## src/include/pin_mux_defines.svh

```systemverilog
// constants for the port 1 / port 2 pin function multiplexer
`ifndef PIN_MUX_DEFINES_SVH
`define PIN_MUX_DEFINES_SVH
`define CLK_MHZ            100
`define TW_LOW_MAX_US      15
`define TW_RET_MIN_US      15
`define TW_RET_MAX_US      100
`define TW_EN_MAX_US       1
`define TW_LOW_MAX_CYC     (`TW_LOW_MAX_US * `CLK_MHZ)
`define TW_RET_CYC         (`TW_RET_MIN_US * `CLK_MHZ)
`define TW_RET_MAX_CYC     (`TW_RET_MAX_US * `CLK_MHZ)
`define TW_EN_MAX_CYC      (`TW_EN_MAX_US * `CLK_MHZ)
`define TW_CNT_W           12
`define TW_MON_W           14
`define DBG_LO_BIT         4
`define DBG_MASK           8'hF0
`define P2_LO_BIT          0
`define P2_HI_BIT          2
`define RST_OUT            8'h00
`endif

```

## src/include/pin_mux_pkg.sv

```systemverilog
// types shared by the pin function multiplexer
package pin_mux_pkg;
  typedef struct packed {
    logic tck;
    logic tms;
    logic tdi;
  } dbg_pins_t;
  typedef struct packed {
    logic [7:0] out;
    logic [7:0] oe;
  } p1_drive_t;
  typedef struct packed {
    logic [1:0] out;
    logic [1:0] oe;
  } p2_drive_t;
  typedef enum logic [1:0] {TW_IDLE, TW_ACTIVE, TW_RETURN} tw_state_t;
endpackage

```

## src/design/pin_mux_top.sv

```systemverilog
// port 1 and port 2 (bits 0, 2) pin function multiplexer
// Functional notes
// - P1.0: sel 0 gpio; sel 1 in feeds timer clock, out drives converter clock
// - P1.1-3: sel 1 in feeds capture inputs, out drives timer channels
// - after reset every pin is gpio input with nothing driven
// - four-wire debug turns P1.4-6 into tck, tms, tdi; dir/sel ignored
// - P1.4-6 sel 1 out: submain clock, timer channel 0, channel 1
// - P1.7 carries debug data in debug mode, else channel 2 or gpio
// - debug pins take direction and enable from debug logic only
// - P2.0 sel 1 out drives auxiliary clock; analog enable overrides
// - P2.2 sel 1 in feeds capture 0b, out channel 0; analog overrides
// - analog enable kills digital driver and input buffer of that pin
// - blown fuse refuses all debug access and holds bypass
// - pins return to normal 15 to 100 us after two-wire session ends
`timescale 1ns/1ns
`include "pin_mux_defines.svh"
module pin_mux_top (
  input  wire logic                  i_clk,              // 100 MHz clock
  input  wire logic                  i_arst_n,           // async reset
  input  wire logic                  i_ce,               // clock enable
  input  wire logic [7:0]            i_port1_direction,  // 1 = output
  input  wire logic [7:0]            i_port1_function_select, // 1 = alt
  input  wire logic [7:0]            i_port2_direction,  // bits 0, 2 used
  input  wire logic [7:0]            i_port2_function_select, // bits 0, 2
  input  wire logic [7:0]            i_analog_input_enable, // bits 0, 2
  input  wire logic                  i_four_wire_debug,  // debug mode flag
  input  wire logic                  i_fuse_blown,       // security fuse
  input  wire logic                  i_test_pin,         // test/clock pin
  input  wire logic [7:0]            i_port1_out,        // gpio out values
  input  wire logic [1:0]            i_port2_out,        // P2.2, P2.0
  input  wire logic                  i_converter_clock,  // converter clk
  input  wire logic                  i_submain_clock,    // sub-main clock
  input  wire logic                  i_aux_clock,        // auxiliary clock
  input  wire logic [2:0]            i_timer_out,        // channels 2..0
  input  wire logic                  i_dbg_data_out,     // debug data out
  input  wire logic                  i_dbg_data_oe,      // debug drives P1.7
  input  wire logic [7:0]            i_p1_pin,           // P1 pin levels
  input  wire logic [1:0]            i_p2_pin,           // P2.2, P2.0 levels
  output pin_mux_pkg::p1_drive_t     o_p1_drive,         // P1 out and oe
  output pin_mux_pkg::p2_drive_t     o_p2_drive,         // P2 out and oe
  output logic [7:0]                 o_port1_in,         // P1 input data
  output logic [1:0]                 o_port2_in,         // P2 input data
  output logic                       o_timer_clock_input, // timer clock in
  output logic [2:0]                 o_capture_in,       // from P1.3..1
  output logic                       o_capture_input_0b, // from P2.2
  output pin_mux_pkg::dbg_pins_t     o_dbg_pins,         // tck, tms, tdi
  output logic                       o_dbg_data_in,      // P1.7 as input
  output logic [1:0]                 o_analog_connect,   // P2.2, P2.0
  output logic                       o_debug_active,     // 4-wire owns pins
  output logic                       o_two_wire_active,  // 2-wire session
  output logic                       o_debug_bypass      // fuse bypass
);
  import pin_mux_pkg::*;

  logic [1:0] rst_sync_r;
  wire        rst_n = rst_sync_r[1];

  always_ff @(posedge i_clk or negedge i_arst_n) begin
    if (!i_arst_n)
      rst_sync_r <= 2'b00;
    else if (i_ce)
      rst_sync_r <= {rst_sync_r[0], 1'b1};
  end

  // pin levels are asynchronous: two stages before any use
  logic [10:0] pin_meta_r, pin_sync_r;
  always_ff @(posedge i_clk or negedge rst_n) begin
    if (!rst_n) begin
      pin_meta_r <= '0;
      pin_sync_r <= '0;
    end else if (i_ce) begin
      pin_meta_r <= {i_test_pin, i_p2_pin, i_p1_pin};
      pin_sync_r <= pin_meta_r;
    end
  end
  wire [7:0] p1_in   = pin_sync_r[7:0];
  wire [1:0] p2_in   = pin_sync_r[9:8];
  wire       test_in = pin_sync_r[10];

  // gather the bits that matter for port 2 (P2.2 high, P2.0 low)
  function automatic logic [1:0] p2_pick(input logic [7:0] v);
    p2_pick = {v[`P2_HI_BIT], v[`P2_LO_BIT]};
  endfunction

  wire [7:0] dir1 = i_port1_direction;
  wire [7:0] sel1 = i_port1_function_select;
  wire [1:0] dir2 = p2_pick(i_port2_direction);
  wire [1:0] sel2 = p2_pick(i_port2_function_select);
  wire [1:0] ae2  = p2_pick(i_analog_input_enable);

  wire       dbg_on = i_four_wire_debug && !i_fuse_blown;
  wire       tw_active;

  // alternate output per pin
  wire [7:0] p1_alt = {i_timer_out, i_submain_clock,
                       i_timer_out, i_converter_clock};
  wire [1:0] p2_alt = {i_timer_out[0], i_aux_clock};

  wire [7:0] p1_mask = dbg_on ? `DBG_MASK : 8'h00;
  wire [7:0] p1_dbg_out = {i_dbg_data_out, 7'h00};
  wire [7:0] p1_dbg_oe  = {i_dbg_data_oe, 7'h00};

  p1_drive_t p1_nxt;
  p2_drive_t p2_nxt;
  wire [7:0] p1_norm_out;

  genvar g;
  generate
    for (g = 0; g < 8; g++) begin : g_p1
      assign p1_norm_out[g] = sel1[g] ? p1_alt[g] : i_port1_out[g];
      assign p1_nxt.out[g]  = p1_mask[g] ? p1_dbg_out[g]
                                         : p1_norm_out[g];
      assign p1_nxt.oe[g]   = p1_mask[g] ? p1_dbg_oe[g]
                                         : dir1[g];
    end
    for (g = 0; g < 2; g++) begin : g_p2
      assign p2_nxt.out[g] = sel2[g] ? p2_alt[g] : i_port2_out[g];
      assign p2_nxt.oe[g]  = dir2[g] && !ae2[g];
    end
  endgenerate

  wire [1:0] p2_in_nxt  = p2_in & ~ae2;
  wire       test_clock_input_nxt   = sel1[0] && !dir1[0] && p1_in[0];
  wire [2:0] cap_en     = sel1[3:1] & ~dir1[3:1];
  wire [2:0] cap_nxt    = cap_en & p1_in[3:1];
  wire       cap0b_nxt  = sel2[1] && !dir2[1] && !ae2[1]
                          && p2_in[1];
  dbg_pins_t dbg_nxt;
  assign dbg_nxt.tck = dbg_on && p1_in[`DBG_LO_BIT];
  assign dbg_nxt.tms = dbg_on && p1_in[`DBG_LO_BIT + 1];
  assign dbg_nxt.tdi = dbg_on && p1_in[`DBG_LO_BIT + 2];
  wire       dbg_di_nxt = dbg_on && !i_dbg_data_oe && p1_in[7];

  two_wire_watch u_tw (
    .i_clk        (i_clk),
    .i_rst_n      (rst_n),
    .i_ce         (i_ce),
    .i_test_level (test_in),
    .i_fuse_blown (i_fuse_blown),
    .o_active     (tw_active)
  );

  // every output is registered; reset leaves all pins undriven inputs
  always_ff @(posedge i_clk or negedge rst_n) begin
    if (!rst_n) begin
      o_p1_drive          <= '{out: `RST_OUT, oe: `RST_OUT};
      o_p2_drive          <= '0;
      o_port1_in          <= '0;
      o_port2_in          <= '0;
      o_timer_clock_input <= 1'b0;
      o_capture_in        <= '0;
      o_capture_input_0b  <= 1'b0;
      o_dbg_pins          <= '0;
      o_dbg_data_in       <= 1'b0;
      o_analog_connect    <= '0;
      o_debug_active      <= 1'b0;
      o_two_wire_active   <= 1'b0;
      o_debug_bypass      <= 1'b0;
    end else if (i_ce) begin
      o_p1_drive          <= p1_nxt;
      o_p2_drive          <= p2_nxt;
      o_port1_in          <= p1_in;
      o_port2_in          <= p2_in_nxt;
      o_timer_clock_input <= test_clock_input_nxt;
      o_capture_in        <= cap_nxt;
      o_capture_input_0b  <= cap0b_nxt;
      o_dbg_pins          <= dbg_nxt;
      o_dbg_data_in       <= dbg_di_nxt;
      o_analog_connect    <= ae2;
      o_debug_active      <= dbg_on;
      o_two_wire_active   <= tw_active;
      o_debug_bypass      <= i_fuse_blown;
    end
  end

  a_analog_kills_drv: assert property (@(posedge i_clk)
    disable iff (!rst_n)
    o_analog_connect[0] |-> !o_p2_drive.oe[0] && !o_port2_in[0])
    else $error("analog pin still has digital path");

  a_analog_p22: assert property (@(posedge i_clk)
    disable iff (!rst_n)
    o_analog_connect[1] |-> !o_p2_drive.oe[1] && !o_capture_input_0b)
    else $error("P2.2 digital path live in analog mode");

  a_debug_owns_oe: assert property (@(posedge i_clk)
    disable iff (!rst_n)
    o_debug_active |-> o_p1_drive.oe[6:4] == 3'b000)
    else $error("debug pin driven from port direction");

  a_fuse_no_debug: assert property (@(posedge i_clk)
    disable iff (!rst_n)
    o_debug_bypass |-> !o_debug_active && o_dbg_pins == '0)
    else $error("debug access with fuse blown");

  a_p1_0_conv_clk: assert property (@(posedge i_clk)
    disable iff (!rst_n)
    i_ce && !dbg_on && sel1[0] && dir1[0] |=>
      o_p1_drive.oe[0] && o_p1_drive.out[0] == $past(i_converter_clock))
    else $error("P1.0 not driving converter clock");

  a_p1_ch_out: assert property (@(posedge i_clk)
    disable iff (!rst_n)
    i_ce && sel1[2] && dir1[2] |=>
      o_p1_drive.out[2] == $past(i_timer_out[1]))
    else $error("P1.2 not driving timer channel 1");

  a_p1_5_tmr: assert property (@(posedge i_clk)
    disable iff (!rst_n)
    i_ce && !dbg_on && sel1[5] && dir1[5] |=>
      o_p1_drive.oe[5] && o_p1_drive.out[5] == $past(i_timer_out[0]))
    else $error("P1.5 not driving timer channel 0");

  a_p1_7_dbg: assert property (@(posedge i_clk)
    disable iff (!rst_n)
    i_ce && dbg_on |=> o_p1_drive.oe[7] == $past(i_dbg_data_oe)
      && o_p1_drive.out[7] == $past(i_dbg_data_out))
    else $error("P1.7 not under debug control");

  a_p2_0_aux: assert property (@(posedge i_clk)
    disable iff (!rst_n)
    i_ce && sel2[0] && dir2[0] && !ae2[0] |=>
      o_p2_drive.oe[0] && o_p2_drive.out[0] == $past(i_aux_clock))
    else $error("P2.0 not driving auxiliary clock");

  a_reset_gpio: assert property (@(posedge i_clk)
    $rose(rst_n) |-> o_p1_drive.oe == 8'h00 && o_p2_drive.oe == 2'b00)
    else $error("pin driven at reset release");
endmodule // pin_mux_top

```

## src/design/two_wire_watch.sv

```systemverilog
// two-wire debug entry, low-phase timeout and return-to-normal timer
`timescale 1ns/1ns
`include "pin_mux_defines.svh"
module two_wire_watch (
  input  wire logic i_clk,         // system clock
  input  wire logic i_rst_n,       // synchronised reset
  input  wire logic i_ce,          // clock enable
  input  wire logic i_test_level,  // synchronised test/clock pin
  input  wire logic i_fuse_blown,  // security fuse state
  output logic      o_active       // shared pins owned by two-wire logic
);
  import pin_mux_pkg::*;

  tw_state_t             state_r, state_nxt;
  logic [`TW_CNT_W-1:0] cnt_r, cnt_nxt;
  logic                  active_nxt;

  wire low_expired = (cnt_r == `TW_CNT_W'(`TW_LOW_MAX_CYC - 1));
  wire ret_done    = (cnt_r == `TW_CNT_W'(`TW_RET_CYC - 1));

  always_comb begin
    state_nxt = state_r;
    cnt_nxt   = cnt_r;
    unique case (state_r)
      TW_IDLE: begin
        cnt_nxt = '0;
        if (i_test_level && !i_fuse_blown)
          state_nxt = TW_ACTIVE;
      end
      TW_ACTIVE: begin
        // low phase past the limit ends the session
        if (i_test_level)
          cnt_nxt = '0;
        else if (low_expired) begin
          state_nxt = TW_RETURN;
          cnt_nxt   = '0;
        end else
          cnt_nxt = cnt_r + 1'b1;
        if (i_fuse_blown)
          state_nxt = TW_IDLE;
      end
      TW_RETURN: begin
        cnt_nxt = cnt_r + 1'b1;
        if (ret_done)
          state_nxt = TW_IDLE;
      end
      default: state_nxt = TW_IDLE;
    endcase
  end

  assign active_nxt = (state_nxt != TW_IDLE);

  always_ff @(posedge i_clk or negedge i_rst_n) begin
    if (!i_rst_n) begin
      state_r  <= TW_IDLE;
      cnt_r    <= '0;
      o_active <= 1'b0;
    end else if (i_ce) begin
      state_r  <= state_nxt;
      cnt_r    <= cnt_nxt;
      o_active <= active_nxt;
    end
  end

  // cycles spent in the return window, kept only for the bound check;
  // wider than cnt_r so a runaway return cannot wrap and hide
  logic [`TW_MON_W-1:0] ret_mon_r;
  always_ff @(posedge i_clk or negedge i_rst_n) begin
    if (!i_rst_n)
      ret_mon_r <= '0;
    else if (i_ce) begin
      if (state_r == TW_RETURN)
        ret_mon_r <= ret_mon_r + 1'b1;
      else
        ret_mon_r <= '0;
    end
  end

  // return after session end is bounded by the longest allowed time
  a_return_bound: assert property (@(posedge i_clk)
    disable iff (!i_rst_n)
    (state_r == TW_RETURN) |-> (ret_mon_r < `TW_MON_W'(`TW_RET_MAX_CYC)))
    else $error("two-wire return took too long");

  a_fuse_blocks: assert property (@(posedge i_clk)
    disable iff (!i_rst_n)
    i_fuse_blown && i_ce |=> (state_r != TW_ACTIVE))
    else $error("two-wire session with fuse blown");
endmodule // two_wire_watch

```

## config.mk

```make
export PLATFORM = sky130hd
export DESIGN_NAME = pin_mux_top
export DESIGN_NICKNAME = d
export VERILOG_FILES = /design/src/include/pin_mux_pkg.sv /design/src/design/pin_mux_top.sv /design/src/design/two_wire_watch.sv
export VERILOG_INCLUDE_DIRS = /design/src /design/src/include
export SDC_FILE = /design/constraint.sdc
export NUM_CORES = 1
export LEC_CHECK = 0
export ABC_AREA = 0
export BUFFER_PORTS_ARGS = -buffer_cell sky130_fd_sc_hd__buf_2
export CORE_ASPECT_RATIO = 1.75
export CORE_MARGIN = 2
export CORE_UTILIZATION = 50
export DETAILED_ROUTE_END_ITERATION = 8
export PLACE_DENSITY = 0.89
export SYNTH_ARGS = -nofsm -noshare
export SYNTH_HDL_FRONTEND = slang
export SYNTH_SLANG_ARGS = --single-unit
```

## constraint.sdc

```tcl
create_clock -name i_clk -period 4.1 [get_ports i_clk]
set_input_delay 1.025 -clock i_clk [delete_from_list [all_inputs] [get_ports i_clk]]
set_output_delay 1.025 -clock i_clk [all_outputs]
set_load 0.01 [all_outputs]
```

=== After elaboration in Yosys (flattened, before gate mapping) ===
Cells that the tools add are included.

* Add/subtract/negate cells: 1
* Equal/unequal tests: 3
* Mux-type cells: 36
* Bitwise gates (word level): 5
* Reductions and logical operators: 24

{| class="wikitable"
|+ Operator list
! operator !! count
|-
| 12-bit case mux with 3 select lines || 1
|-
| 1-bit two-way mux || 26
|-
| 12-bit two-way mux || 2
|-
| 1-bit logical AND || 14
|-
| 12-bit by 1-bit adder with 12-bit output (second input constant) || 1
|-
| 12-bit by 11-bit equality test with 1-bit output (second input constant) || 1
|-
| 2-bit two-way mux || 5
|-
| 8-bit two-way mux || 1
|-
| 3-bit AND || 2
|-
| 1-bit zero test || 6
|-
| 2-bit case mux with 3 select lines || 1
|-
| 3-bit inverter || 1
|-
| 3-bit nonzero test || 1
|-
| 2-bit AND || 1
|-
| 2-bit by 1-bit equality test with 1-bit output (second input constant) || 1
|-
| 2-bit equality test (second input constant) || 1
|-
| 2-bit zero test || 1
|-
| 2-bit inverter || 1
|-
| 2-bit AND reduction || 1
|-
| 2-bit nonzero test || 1
|}

* Register bits after elaboration: 83
* Bits of input ports: 74
* Output and inout bits: 44
* Logic and storage cells: 92

=== Depth between registers and ports, before layout ===
Gate-level depths: netlist of the first run.

* Word-level depth: 6
* Depth in mapped cells: 7
* Mapped depth without buffers: 6

=== By module ===
Synthesis of the first run repeated with hierarchy kept, for this count alone.

* Cell total of the unflattened synthesis: 329
* Area, all modules: 3880.0 µm²

{| class="wikitable"
|+ By module, submodules not included
! module !! instances !! cells an instance !! area each (µm²) !! sequential area each (µm²)
|-
| pin_mux_top || 1 || 208 || 2827.7 || 1701.6
|-
| two_wire_watch || 1 || 121 || 1052.3 || 375.4
|}

=== Worst setup path after synthesis of the first run ===
No wires, ideal clock.

* Kind: register to register
* Start: register, netlist name rst_sync_r[1]
* End: register rst_sync_r[1]
* Library setup time: 78 ps
* Data arrival time: 2446 ps
* Path slack: 1576 ps
* Cell stages (with the launch flop): 2
* Path buffers: 0
* Cells stage by stage: dfrtp_1 > mux2_2

{| class="wikitable"
|+ RTL lines
! what !! RTL line !! source
|-
| end signal, assigned || pin_mux_top.sv:62 || <nowiki>rst_sync_r <= {rst_sync_r[0], 1'b1};</nowiki>
|-
| end, declared || pin_mux_top.sv:55 || <nowiki>logic [1:0] rst_sync_r;</nowiki>
|}

=== Worst setup path after layout of the first run ===
* Start: input i_ce
* End: register u_tw.cnt_r[2]

* Cells in the longest elaborated chain, start to end: 1

{| class="wikitable"
|+ RTL lines
! what !! RTL line !! source
|-
| start, declared || pin_mux_top.sv:20 || <nowiki>input wire logic i_ce,</nowiki>
|-
| 2-bit AND reduction (no line) || - ||
|-
| end signal, assigned || two_wire_watch.sv:60 || <nowiki>cnt_r <= cnt_nxt;</nowiki>
|-
| end, declared || two_wire_watch.sv:15 || <nowiki>logic [`TW_CNT_W-1:0] cnt_r, cnt_nxt;</nowiki>
|}

Every way passes these cells.
A chain may end at the register's enable or synchronous reset.

==> results of run 1 <==
-- metal layers --
metal | global-route usage, % | share of wire (%) | up-vias
met2 | 33.2 | 53 | 79
met4 | 11.2 | 2.1 | 0
met3 | 6.31 | 5.0 | 14
met1 | 24.1 | 40 | 1280
met5 | 0 | 0 | -
li1 | - | - | 1259
-- registers in the layout (all words and copies together), names as in the netlist, 2 cells and up --
name and cells:
o_analog_connect 2, o_p1_drive 16, o_port2_in 2, o_port1_in 8, o_dbg_pins 3, pin_meta_r 11, rst_sync_r 2, pin_sync_r 11
o_p2_drive 4, o_capture_in 3, u_tw.state_r 2, u_tw.cnt_r 12
-- power by group --
group | switching, mW | internal (mW) | total (mW)
Sequential | 0.0531 | 0.913 | 0.966
Combinational | 0.149 | 0.149 | 0.298
Clock | 0.306 | 0.486 | 0.792
Total | 0.508 | 1.55 | 2.06
-- layout make-up --
type                       instances  area, um^2  area share [%]
clock buffer                      11         243            5.46
clock inverter                     5        53.8            1.21
inverter                          18        67.6            1.52
multi-input combinational        185        1390            31.3
sequential                        83        2080            46.8
tap                               84         105            2.36
timing repair buffer             100         503            11.3
-- final timing paths --
kind,startpoint,cells past startpoint,slack [ps],end
worst max-delay path,i_ce,5,1980,u_tw.cnt_r[2]
worst min-delay path,i_arst_n,1,460,rst_sync_r[1]
worst max register to register,u_tw.cnt_r[0],5,2080,u_tw.o_active
worst min register to register,rst_sync_r[0],1,460,rst_sync_r[0]
max in group asynchronous,rst_sync_r[1],0,2920,pin_sync_r[6]
min in group i_clk,rst_sync_r[0],1,460,rst_sync_r[0]
-- worst max-delay path, cell delays in order --
cell and delay [ps]:
buf_2 120, inv_1 220, nor2_1 570, o211ai_1 220, o2bb2ai_1 210
-- kinds of logic after synthesis --
| kind of cell | Yosys count | synth area share [%] |
|---|---|---|
| flip-flops | 83 | 57.9 |
| buffers and inverters | 31 | 3.28 |
| AND/OR/NAND/NOR | 66 | 10.1 |
| adder cells (fa/ha/maj) | 5 | 1.74 |
| AO/OA/AOI/OAI | 59 | 10.5 |
| XOR/XNOR | 6 | 1.46 |
| multiplexers | 49 | 15.0 |
-- layout by cell type (no fill, tap or decap), types with 5 or more instances in the layout --
| cell type | synthesis | layout |
|---|---|---|
| dfrtp_1 | 83 | 82 |
| mux2_2 | 39 | 39 |
| o2bb2ai_1 | 7 | 7 |
| nand4b_1 | 6 | 6 |
| clkbuf_16 | 0 | 9 |
| nand2_1 | 19 | 19 |
| xnor2_1 | 6 | 6 |
| inv_1 | 18 | 18 |
| o21ai_0 | 20 | 20 |
| a21oi_1 | 16 | 16 |
| buf_2 | 1 | 99 |
| ha_1 | 5 | 5 |
| nor2_1 | 10 | 10 |
| mux2i_1 | 10 | 10 |
| nand2b_1 | 5 | 5 |
==> out/metrics.cfg, run 1 <==
[floorplanning]
ioPinCount=118
core-area_um2=6910
die_w_um=68.0
dieArea_um2=7900
initial_core_util_pct=52.0
die_y_um=116
placementRows=40

[sta]
tns_ps=0
period_needed_ps=2120
finalClockSkew_ps=8.03
relSlewSlack_pct=31.9
period_share_pct=51.7
drv_slew=0
rsz0062_at_grt=no
setup_ws_ps=1980
hold_ws_ps=459
finalSetupViolCount=0
tightest_slew_ps=1020
hold_viol=0
fmax_mhz=472

[synthesis]
syn_inst=299
synth_edf_count=0
postSynth.asyncResetShare_pct=100
yosys_warnings=0
synth_commonest_cells=dfrtp_1 (83), mux2_2 (39), o21ai_0 (20), nand2_1 (19), inv_1 (18)
syn-cell-area_um2=3590
synth_area_leaders=dfrtp_1 (58%), mux2_2 (12%), mux2i_1 (2.8%), o21ai_0 (2.8%), a21oi_1 (2.2%)
synth_top_area_share_pct=57.9
yosys.area.top_type=dfrtp_1
yosysSeqAreaShare_pct=57.9
yosysUniqueCellTypes=35
ys_ff_latch=83
synth_most_common_cell=dfrtp_1
synth.avg_cell_area_um2=12.0
synthesis.nets=378
ys.flop_type=dfrtp_1

[finish]
n_antenna_cell=0
area_growth_pct=23.9
stdcell_count=486
fin_util_pct=64.4
layout-drive-gt1-share_pct=39.3
n_fill_cell=522
fin_nets=476
fin_area_um2=4450

[placed_design]
numPortBuffers=99
pre_cts_ws_ps=1630
dp_hpwl_mm=5.35
dpl.cell_count=470
postPlaceCellArea_um2=4150
place.gp.congestion=0.790

[pwr]
ir_worst_vdd_mv=0.310
finalPower_mw=2.06
leakage_nw=2.03
power_density_nw_per_um2=462

[cts]
cts_hold_buffers=0
cts_setup_buffers=0
cts_buffer_depth=2
cts.sinks=83
cts.clk_slew.worst_paths_ps=60
cts_inserted_buffers=9
cts_resized=0
ctsHtreeMaxLevel=3
clock_latency_ps=330
root_buffer=clkbuf_16
cts_tree=built

[worst_setup_path]
worstPathMaxFanout=13
arrival_ps=2370
worst-setup-path-type=primary input to flip-flop
crit_required_ps=4350
endpoint_kind=flip-flop
startpoint_type=primary input

[global_routing]
grt_overflow=0
grt_pass1_vias=2632
grt_pass1_wl_mm=12.0
grt_max_degree=83
grt_usage_pct=20.6
antenna_found_initial=0

[routing]
routed_wl_mm=7.45
first_iter_violations=185
final_antenna_net_count=0
num_vias=2632
drt_pass1_iterations=4
via_per_inst=5.42
wl_per_cell_um=15.3
drc_errors=0

[run_status]
status=finished, final reports clean

[run]
drv_cap=0

[min_path]
hp-class=primary input to asynchronous set/reset pin

Power figures use the tool's default switching activity.
==> run 2: changes to the inputs <==
- clock period: 4.1 -> 2.1 ns (I/O delays scaled with it)
==> out/metrics.cfg, run 2 (synthesis results as in run 1) <==
[cts]
cts_tree=built
clock_latency_ps=340
cts_buffer_depth=2
ctsHtreeMaxLevel=3
cts.sinks=83
cts_setup_buffers=0
root_buffer=clkbuf_16
cts_inserted_buffers=9
cts.clk_slew.worst_paths_ps=60

[sta]
hold_ws_ps=360
drv_slew=0
tightest_slew_ps=593
finalClockSkew_ps=5.21
rsz0062_at_grt=no
fmax_mhz=523
setup_ws_ps=188
period_share_pct=91.0
tns_ps=0
finalSetupViolCount=0
hold_viol=0
relSlewSlack_pct=60.4
period_needed_ps=1910

[placed_design]
numPortBuffers=99
dpl.cell_count=475
dp_hpwl_mm=5.74
place.gp.congestion=0.827
pre_cts_ws_ps=127

[pwr]
leakage_nw=2.06
p_sw_share_pct=24.8
p_clk_share_pct=38.4
switching_power_mw=1.00
p_int_mw=3.03
comb_power_share_pct=14.8
pwr-share-seq_pct=46.9
power_density_nw_per_um2=892
ir_worst_vdd_mv=0.767

[worst_setup_path]
crit_family=simple AND/OR/NAND/NOR gates
arrival_ps=2150
worstPathMaxFanout=6
rr_worst_depth=5
crit_required_ps=2340
startpoint_type=flip-flop
cp_num_buf_inv=0
crit_path_top_delay_cell=or4_4
worst-setup-path-type=flip-flop to flip-flop
endpoint_kind=flip-flop
reg2reg_slack_ps=190
reg2reg_from=u_tw.cnt_r[0]
critical_path.cell_chain=ha_1 > nand2b_1 > or4_4 > o31a_1 > a211oi_1
r2r-end=u_tw.state_r[1]
max_stage_delay_ps=530

[routing]
num_vias=2700
drt_pass1_iterations=4
final_antenna_net_count=0
first_iter_violations=149
routed_wl_mm=8.01
wl_per_cell_um=16.2
via_per_inst=5.48
drc_errors=0

[finish]
fin_nets=482
final_common_cell=buf_2
multi_input_area_um2=1400
ff_latch_area_um2=2080
layout_common_cells=buf_2 (99), dfrtp_1 (82), mux2_2 (39)
largestRegisters=o_p1_drive (16), u_tw.cnt_r (12)
area_growth_pct=26.1
layout-drive-gt1-share_pct=40.0
top_register=o_p1_drive
n_fill_cell=509
stdcell_count=493
fin_util_pct=65.5
largest_register_ffs=16

[global_routing]
antenna_found_initial=0
grt_max_degree=82
grt_pass1_vias=2826
grt_pass1_wl_mm=13.0
grt_overflow=0
grt_usage_pct=22.4

[run]
drv_cap=0

[run_status]
status=finished, final reports clean

[floorplanning]
ioPinCount=118
die_y_um=116
initial_core_util_pct=52.0
die_w_um=68.0
dieArea_um2=7900
placementRows=40
core-area_um2=6910

[min_path]
hp-class=flip-flop to asynchronous set/reset pin

[run 2: how the worst max path moves through the flow]
stage	startpoint	slack (ps)	endpoint	depth (start not counted)
5_1_grt	u_tw.cnt_r[0]	80	u_tw.cnt_r[4]	5
2_1_floorplan	u_tw.cnt_r[0]	250	u_tw.o_active	6
3_5_place_dp	u_tw.cnt_r[0]	130	u_tw.cnt_r[3]	5
6_report	u_tw.cnt_r[0]	190	u_tw.state_r[1]	5
3_3_place_gp	u_tw.cnt_r[0]	170	u_tw.o_active	5
4_1_cts	u_tw.cnt_r[0]	120	u_tw.o_active	5
[run 2: metal layers]
metal	vias up	track usage (%)	part of all wire, %
met5	-	0	0
met3	16	5.15	5.0
li1	1274	-	-
met2	93	38.3	55
met4	0	12.7	2.6
met1	1317	24.9	37
[run 2: timing repair]
action	CTS	global route
setup endpoints to repair	0	2
hold buffers	1	0
hold endpoints to repair	2	0
gates resized for setup	0	1
[run 2: worst reg2reg max path, delay by kind of cell (launching register included)]
family	cells	cell delay, ps
and+or+nand+nor	2	630
DFF	1	420
adders and majority gates	1	240
AOI/OAI and AO/OA	2	530
[run 2: through the flow]
step	total power, mW	instance area, um^2
2_1_floorplan	2.26	3590
3_3_place_gp	2.47	4210
3_5_place_dp	2.52	4210
4_1_cts	4.08	4520
5_1_grt	4.22	4520
6_report	4.04	4530
[run 2: final cells by class]
cell class	instances	share of cell area, %
Clock buffer	12	5.45
Tap cell	84	2.32
Multi-Input combinational cell	185	30.9
Clock inverter	4	1.11
Timing Repair Buffer	106	12.7
Antenna cell	1	0.0553
Inverter	18	1.49
Sequential cell	83	46.0
[run 2: power groups by stage]
| stage | combinational (mW) | clock [mW] | sequential (mW) |
|---|---|---|---|
| global route | 0.665 | 1.64 | 1.92 |
| detailed placement | 0.598 | 0 | 1.92 |
| floorplan | 0.312 | 0 | 1.94 |
| global placement | 0.571 | 0 | 1.90 |
| CTS | 0.603 | 1.58 | 1.89 |
| finish | 0.596 | 1.55 | 1.89 |
==> run 3: changes to the inputs <==
- CORE_UTILIZATION: 50 -> 40
- PLACE_DENSITY: 0.89 -> 0.76
==> out/metrics.cfg, run 3 (synthesis results as in run 1) <==
[cts]
cts_setup_buffers=0
cts.sinks=83
ctsHtreeMaxLevel=3
root_buffer=clkbuf_16
cts_buffer_depth=2
clock_latency_ps=330
cts.clk_slew.worst_paths_ps=60
cts_inserted_buffers=9
cts_tree=built

[floorplanning]
die_y_um=129
placementRows=45
initial_core_util_pct=41.1
ioPinCount=118
die_w_um=75.6
dieArea_um2=9770
core-area_um2=8730

[placed_design]
numPortBuffers=99
pre_cts_ws_ps=83.3
place.gp.congestion=0.809
dp_hpwl_mm=5.65
postPlaceCellArea_um2=4250

[run_status]
status=finished, final reports clean

[pwr]
p_int_mw=3.24
p_clk_share_pct=41.5
leakage_nw=2.08
pwr-share-seq_pct=44.5
switching_power_mw=1.00
power_density_nw_per_um2=921
ir_worst_vdd_mv=0.527
p_sw_share_pct=23.6
comb_power_share_pct=14.1

[sta]
period_needed_ps=1950
drv_slew=0
hold_viol=0
rsz0062_at_grt=no
relSlewSlack_pct=64.4
finalClockSkew_ps=6.15
tightest_slew_ps=534
setup_ws_ps=153
tns_ps=0
fmax_mhz=514
period_share_pct=92.7
finalSetupViolCount=0

[worst_setup_path]
worstPathMaxFanout=6
endpoint_kind=flip-flop
rr_worst_depth=5
cp_num_buf_inv=0
arrival_ps=2180
startpoint_type=flip-flop
crit_required_ps=2330
reg2reg_slack_ps=150
max_stage_delay_ps=540
cp_num_cells=5
worst-setup-path-type=flip-flop to flip-flop
crit_family=simple AND/OR/NAND/NOR gates
crit_path_top_delay_cell=or4_4
critical_path.cell_chain=ha_1 > nand2b_1 > or4_4 > o31a_1 > o311ai_2

[global_routing]
grt_usage_pct=16.7
grt_max_degree=82
grt_overflow=0
grt_pass1_wl_mm=12.2
grt_pass1_vias=2581
antenna_found_initial=0

[finish]
layout_common_cells=buf_2 (99), dfrtp_1 (82), mux2_2 (39)
area_growth_pct=28.3
largest_register_ffs=16
fin_util_pct=52.8
largestRegisters=o_p1_drive (16), u_tw.cnt_r (12)
ff_latch_area_um2=2080
multi_input_area_um2=1410
fin_nets=483
final_common_cell=buf_2
fin_area_um2=4610
n_fill_cell=769
n_antenna_cell=0
layout-drive-gt1-share_pct=40.1
top_register=o_p1_drive

[routing]
routed_wl_mm=7.72
wl_met2_mm=4.15
top_layer=met4
drt_pass1_iterations=4
drc_errors=0
met3_length_um=352
via_per_inst=5.01
wl_per_cell_um=14.7
num_vias=2637
first_iter_violations=139
final_antenna_net_count=0
wl_met1_mm=3.03

[run]
drv_cap=0

[min_path]
hp-class=flip-flop to asynchronous set/reset pin

run 3: per-layer routing:
| layer | global-route usage, % | up-vias |
|---|---|---|
| met1 | 20.1 | 1286 |
| met3 | 3.42 | 13 |
| met4 | 8.36 | 0 |
| met5 | 0 | - |
| li1 | - | 1266 |
| met2 | 27.8 | 72 |
run 3: power by group through the flow:
stage	combinational, mW	sequential, mW	clock (mW)
finish	0.596	1.89	1.76
global route	0.659	1.91	1.87
floorplan	0.312	1.94	0
detailed placement	0.598	1.92	0
global placement	0.573	1.90	0
CTS	0.601	1.89	1.82
run 3: final cells by class:
cell class,count,area share [%]
Clock inverter,5,2.23
Inverter,18,1.47
Timing Repair Buffer,107,12.4
Sequential cell,83,45.2
Multi-Input combinational cell,185,30.5
Clock buffer,11,5.05
Tap cell,117,3.18
run 3: final timing paths:
kind,end,start
max in group asynchronous,u_tw.cnt_r[4],rst_sync_r[1]
hold reg to reg,o_p2_drive[1],rst_sync_r[1]
setup reg to reg,u_tw.o_active,u_tw.cnt_r[0]
min in group i_clk,o_p1_drive[4],i_port1_direction[4]
hold / removal,o_p2_drive[1],rst_sync_r[1]
setup / recovery,u_tw.o_active,u_tw.cnt_r[0]
run 3: timing repair:
item	CTS	global route
hold buffers	1	0
gates resized for setup	0	2
hold endpoints to repair	2	0
setup endpoints to repair	0	11
run 3: metrics by stage:
stage          power [mW]  cells  hold WS, ps
6_report             4.24    526          353
5_1_grt              4.44    526          403
4_1_cts              4.31    526          388
3_5_place_dp         2.51    509          315
3_3_place_gp         2.48    509          311
2_1_floorplan        2.26    299          229
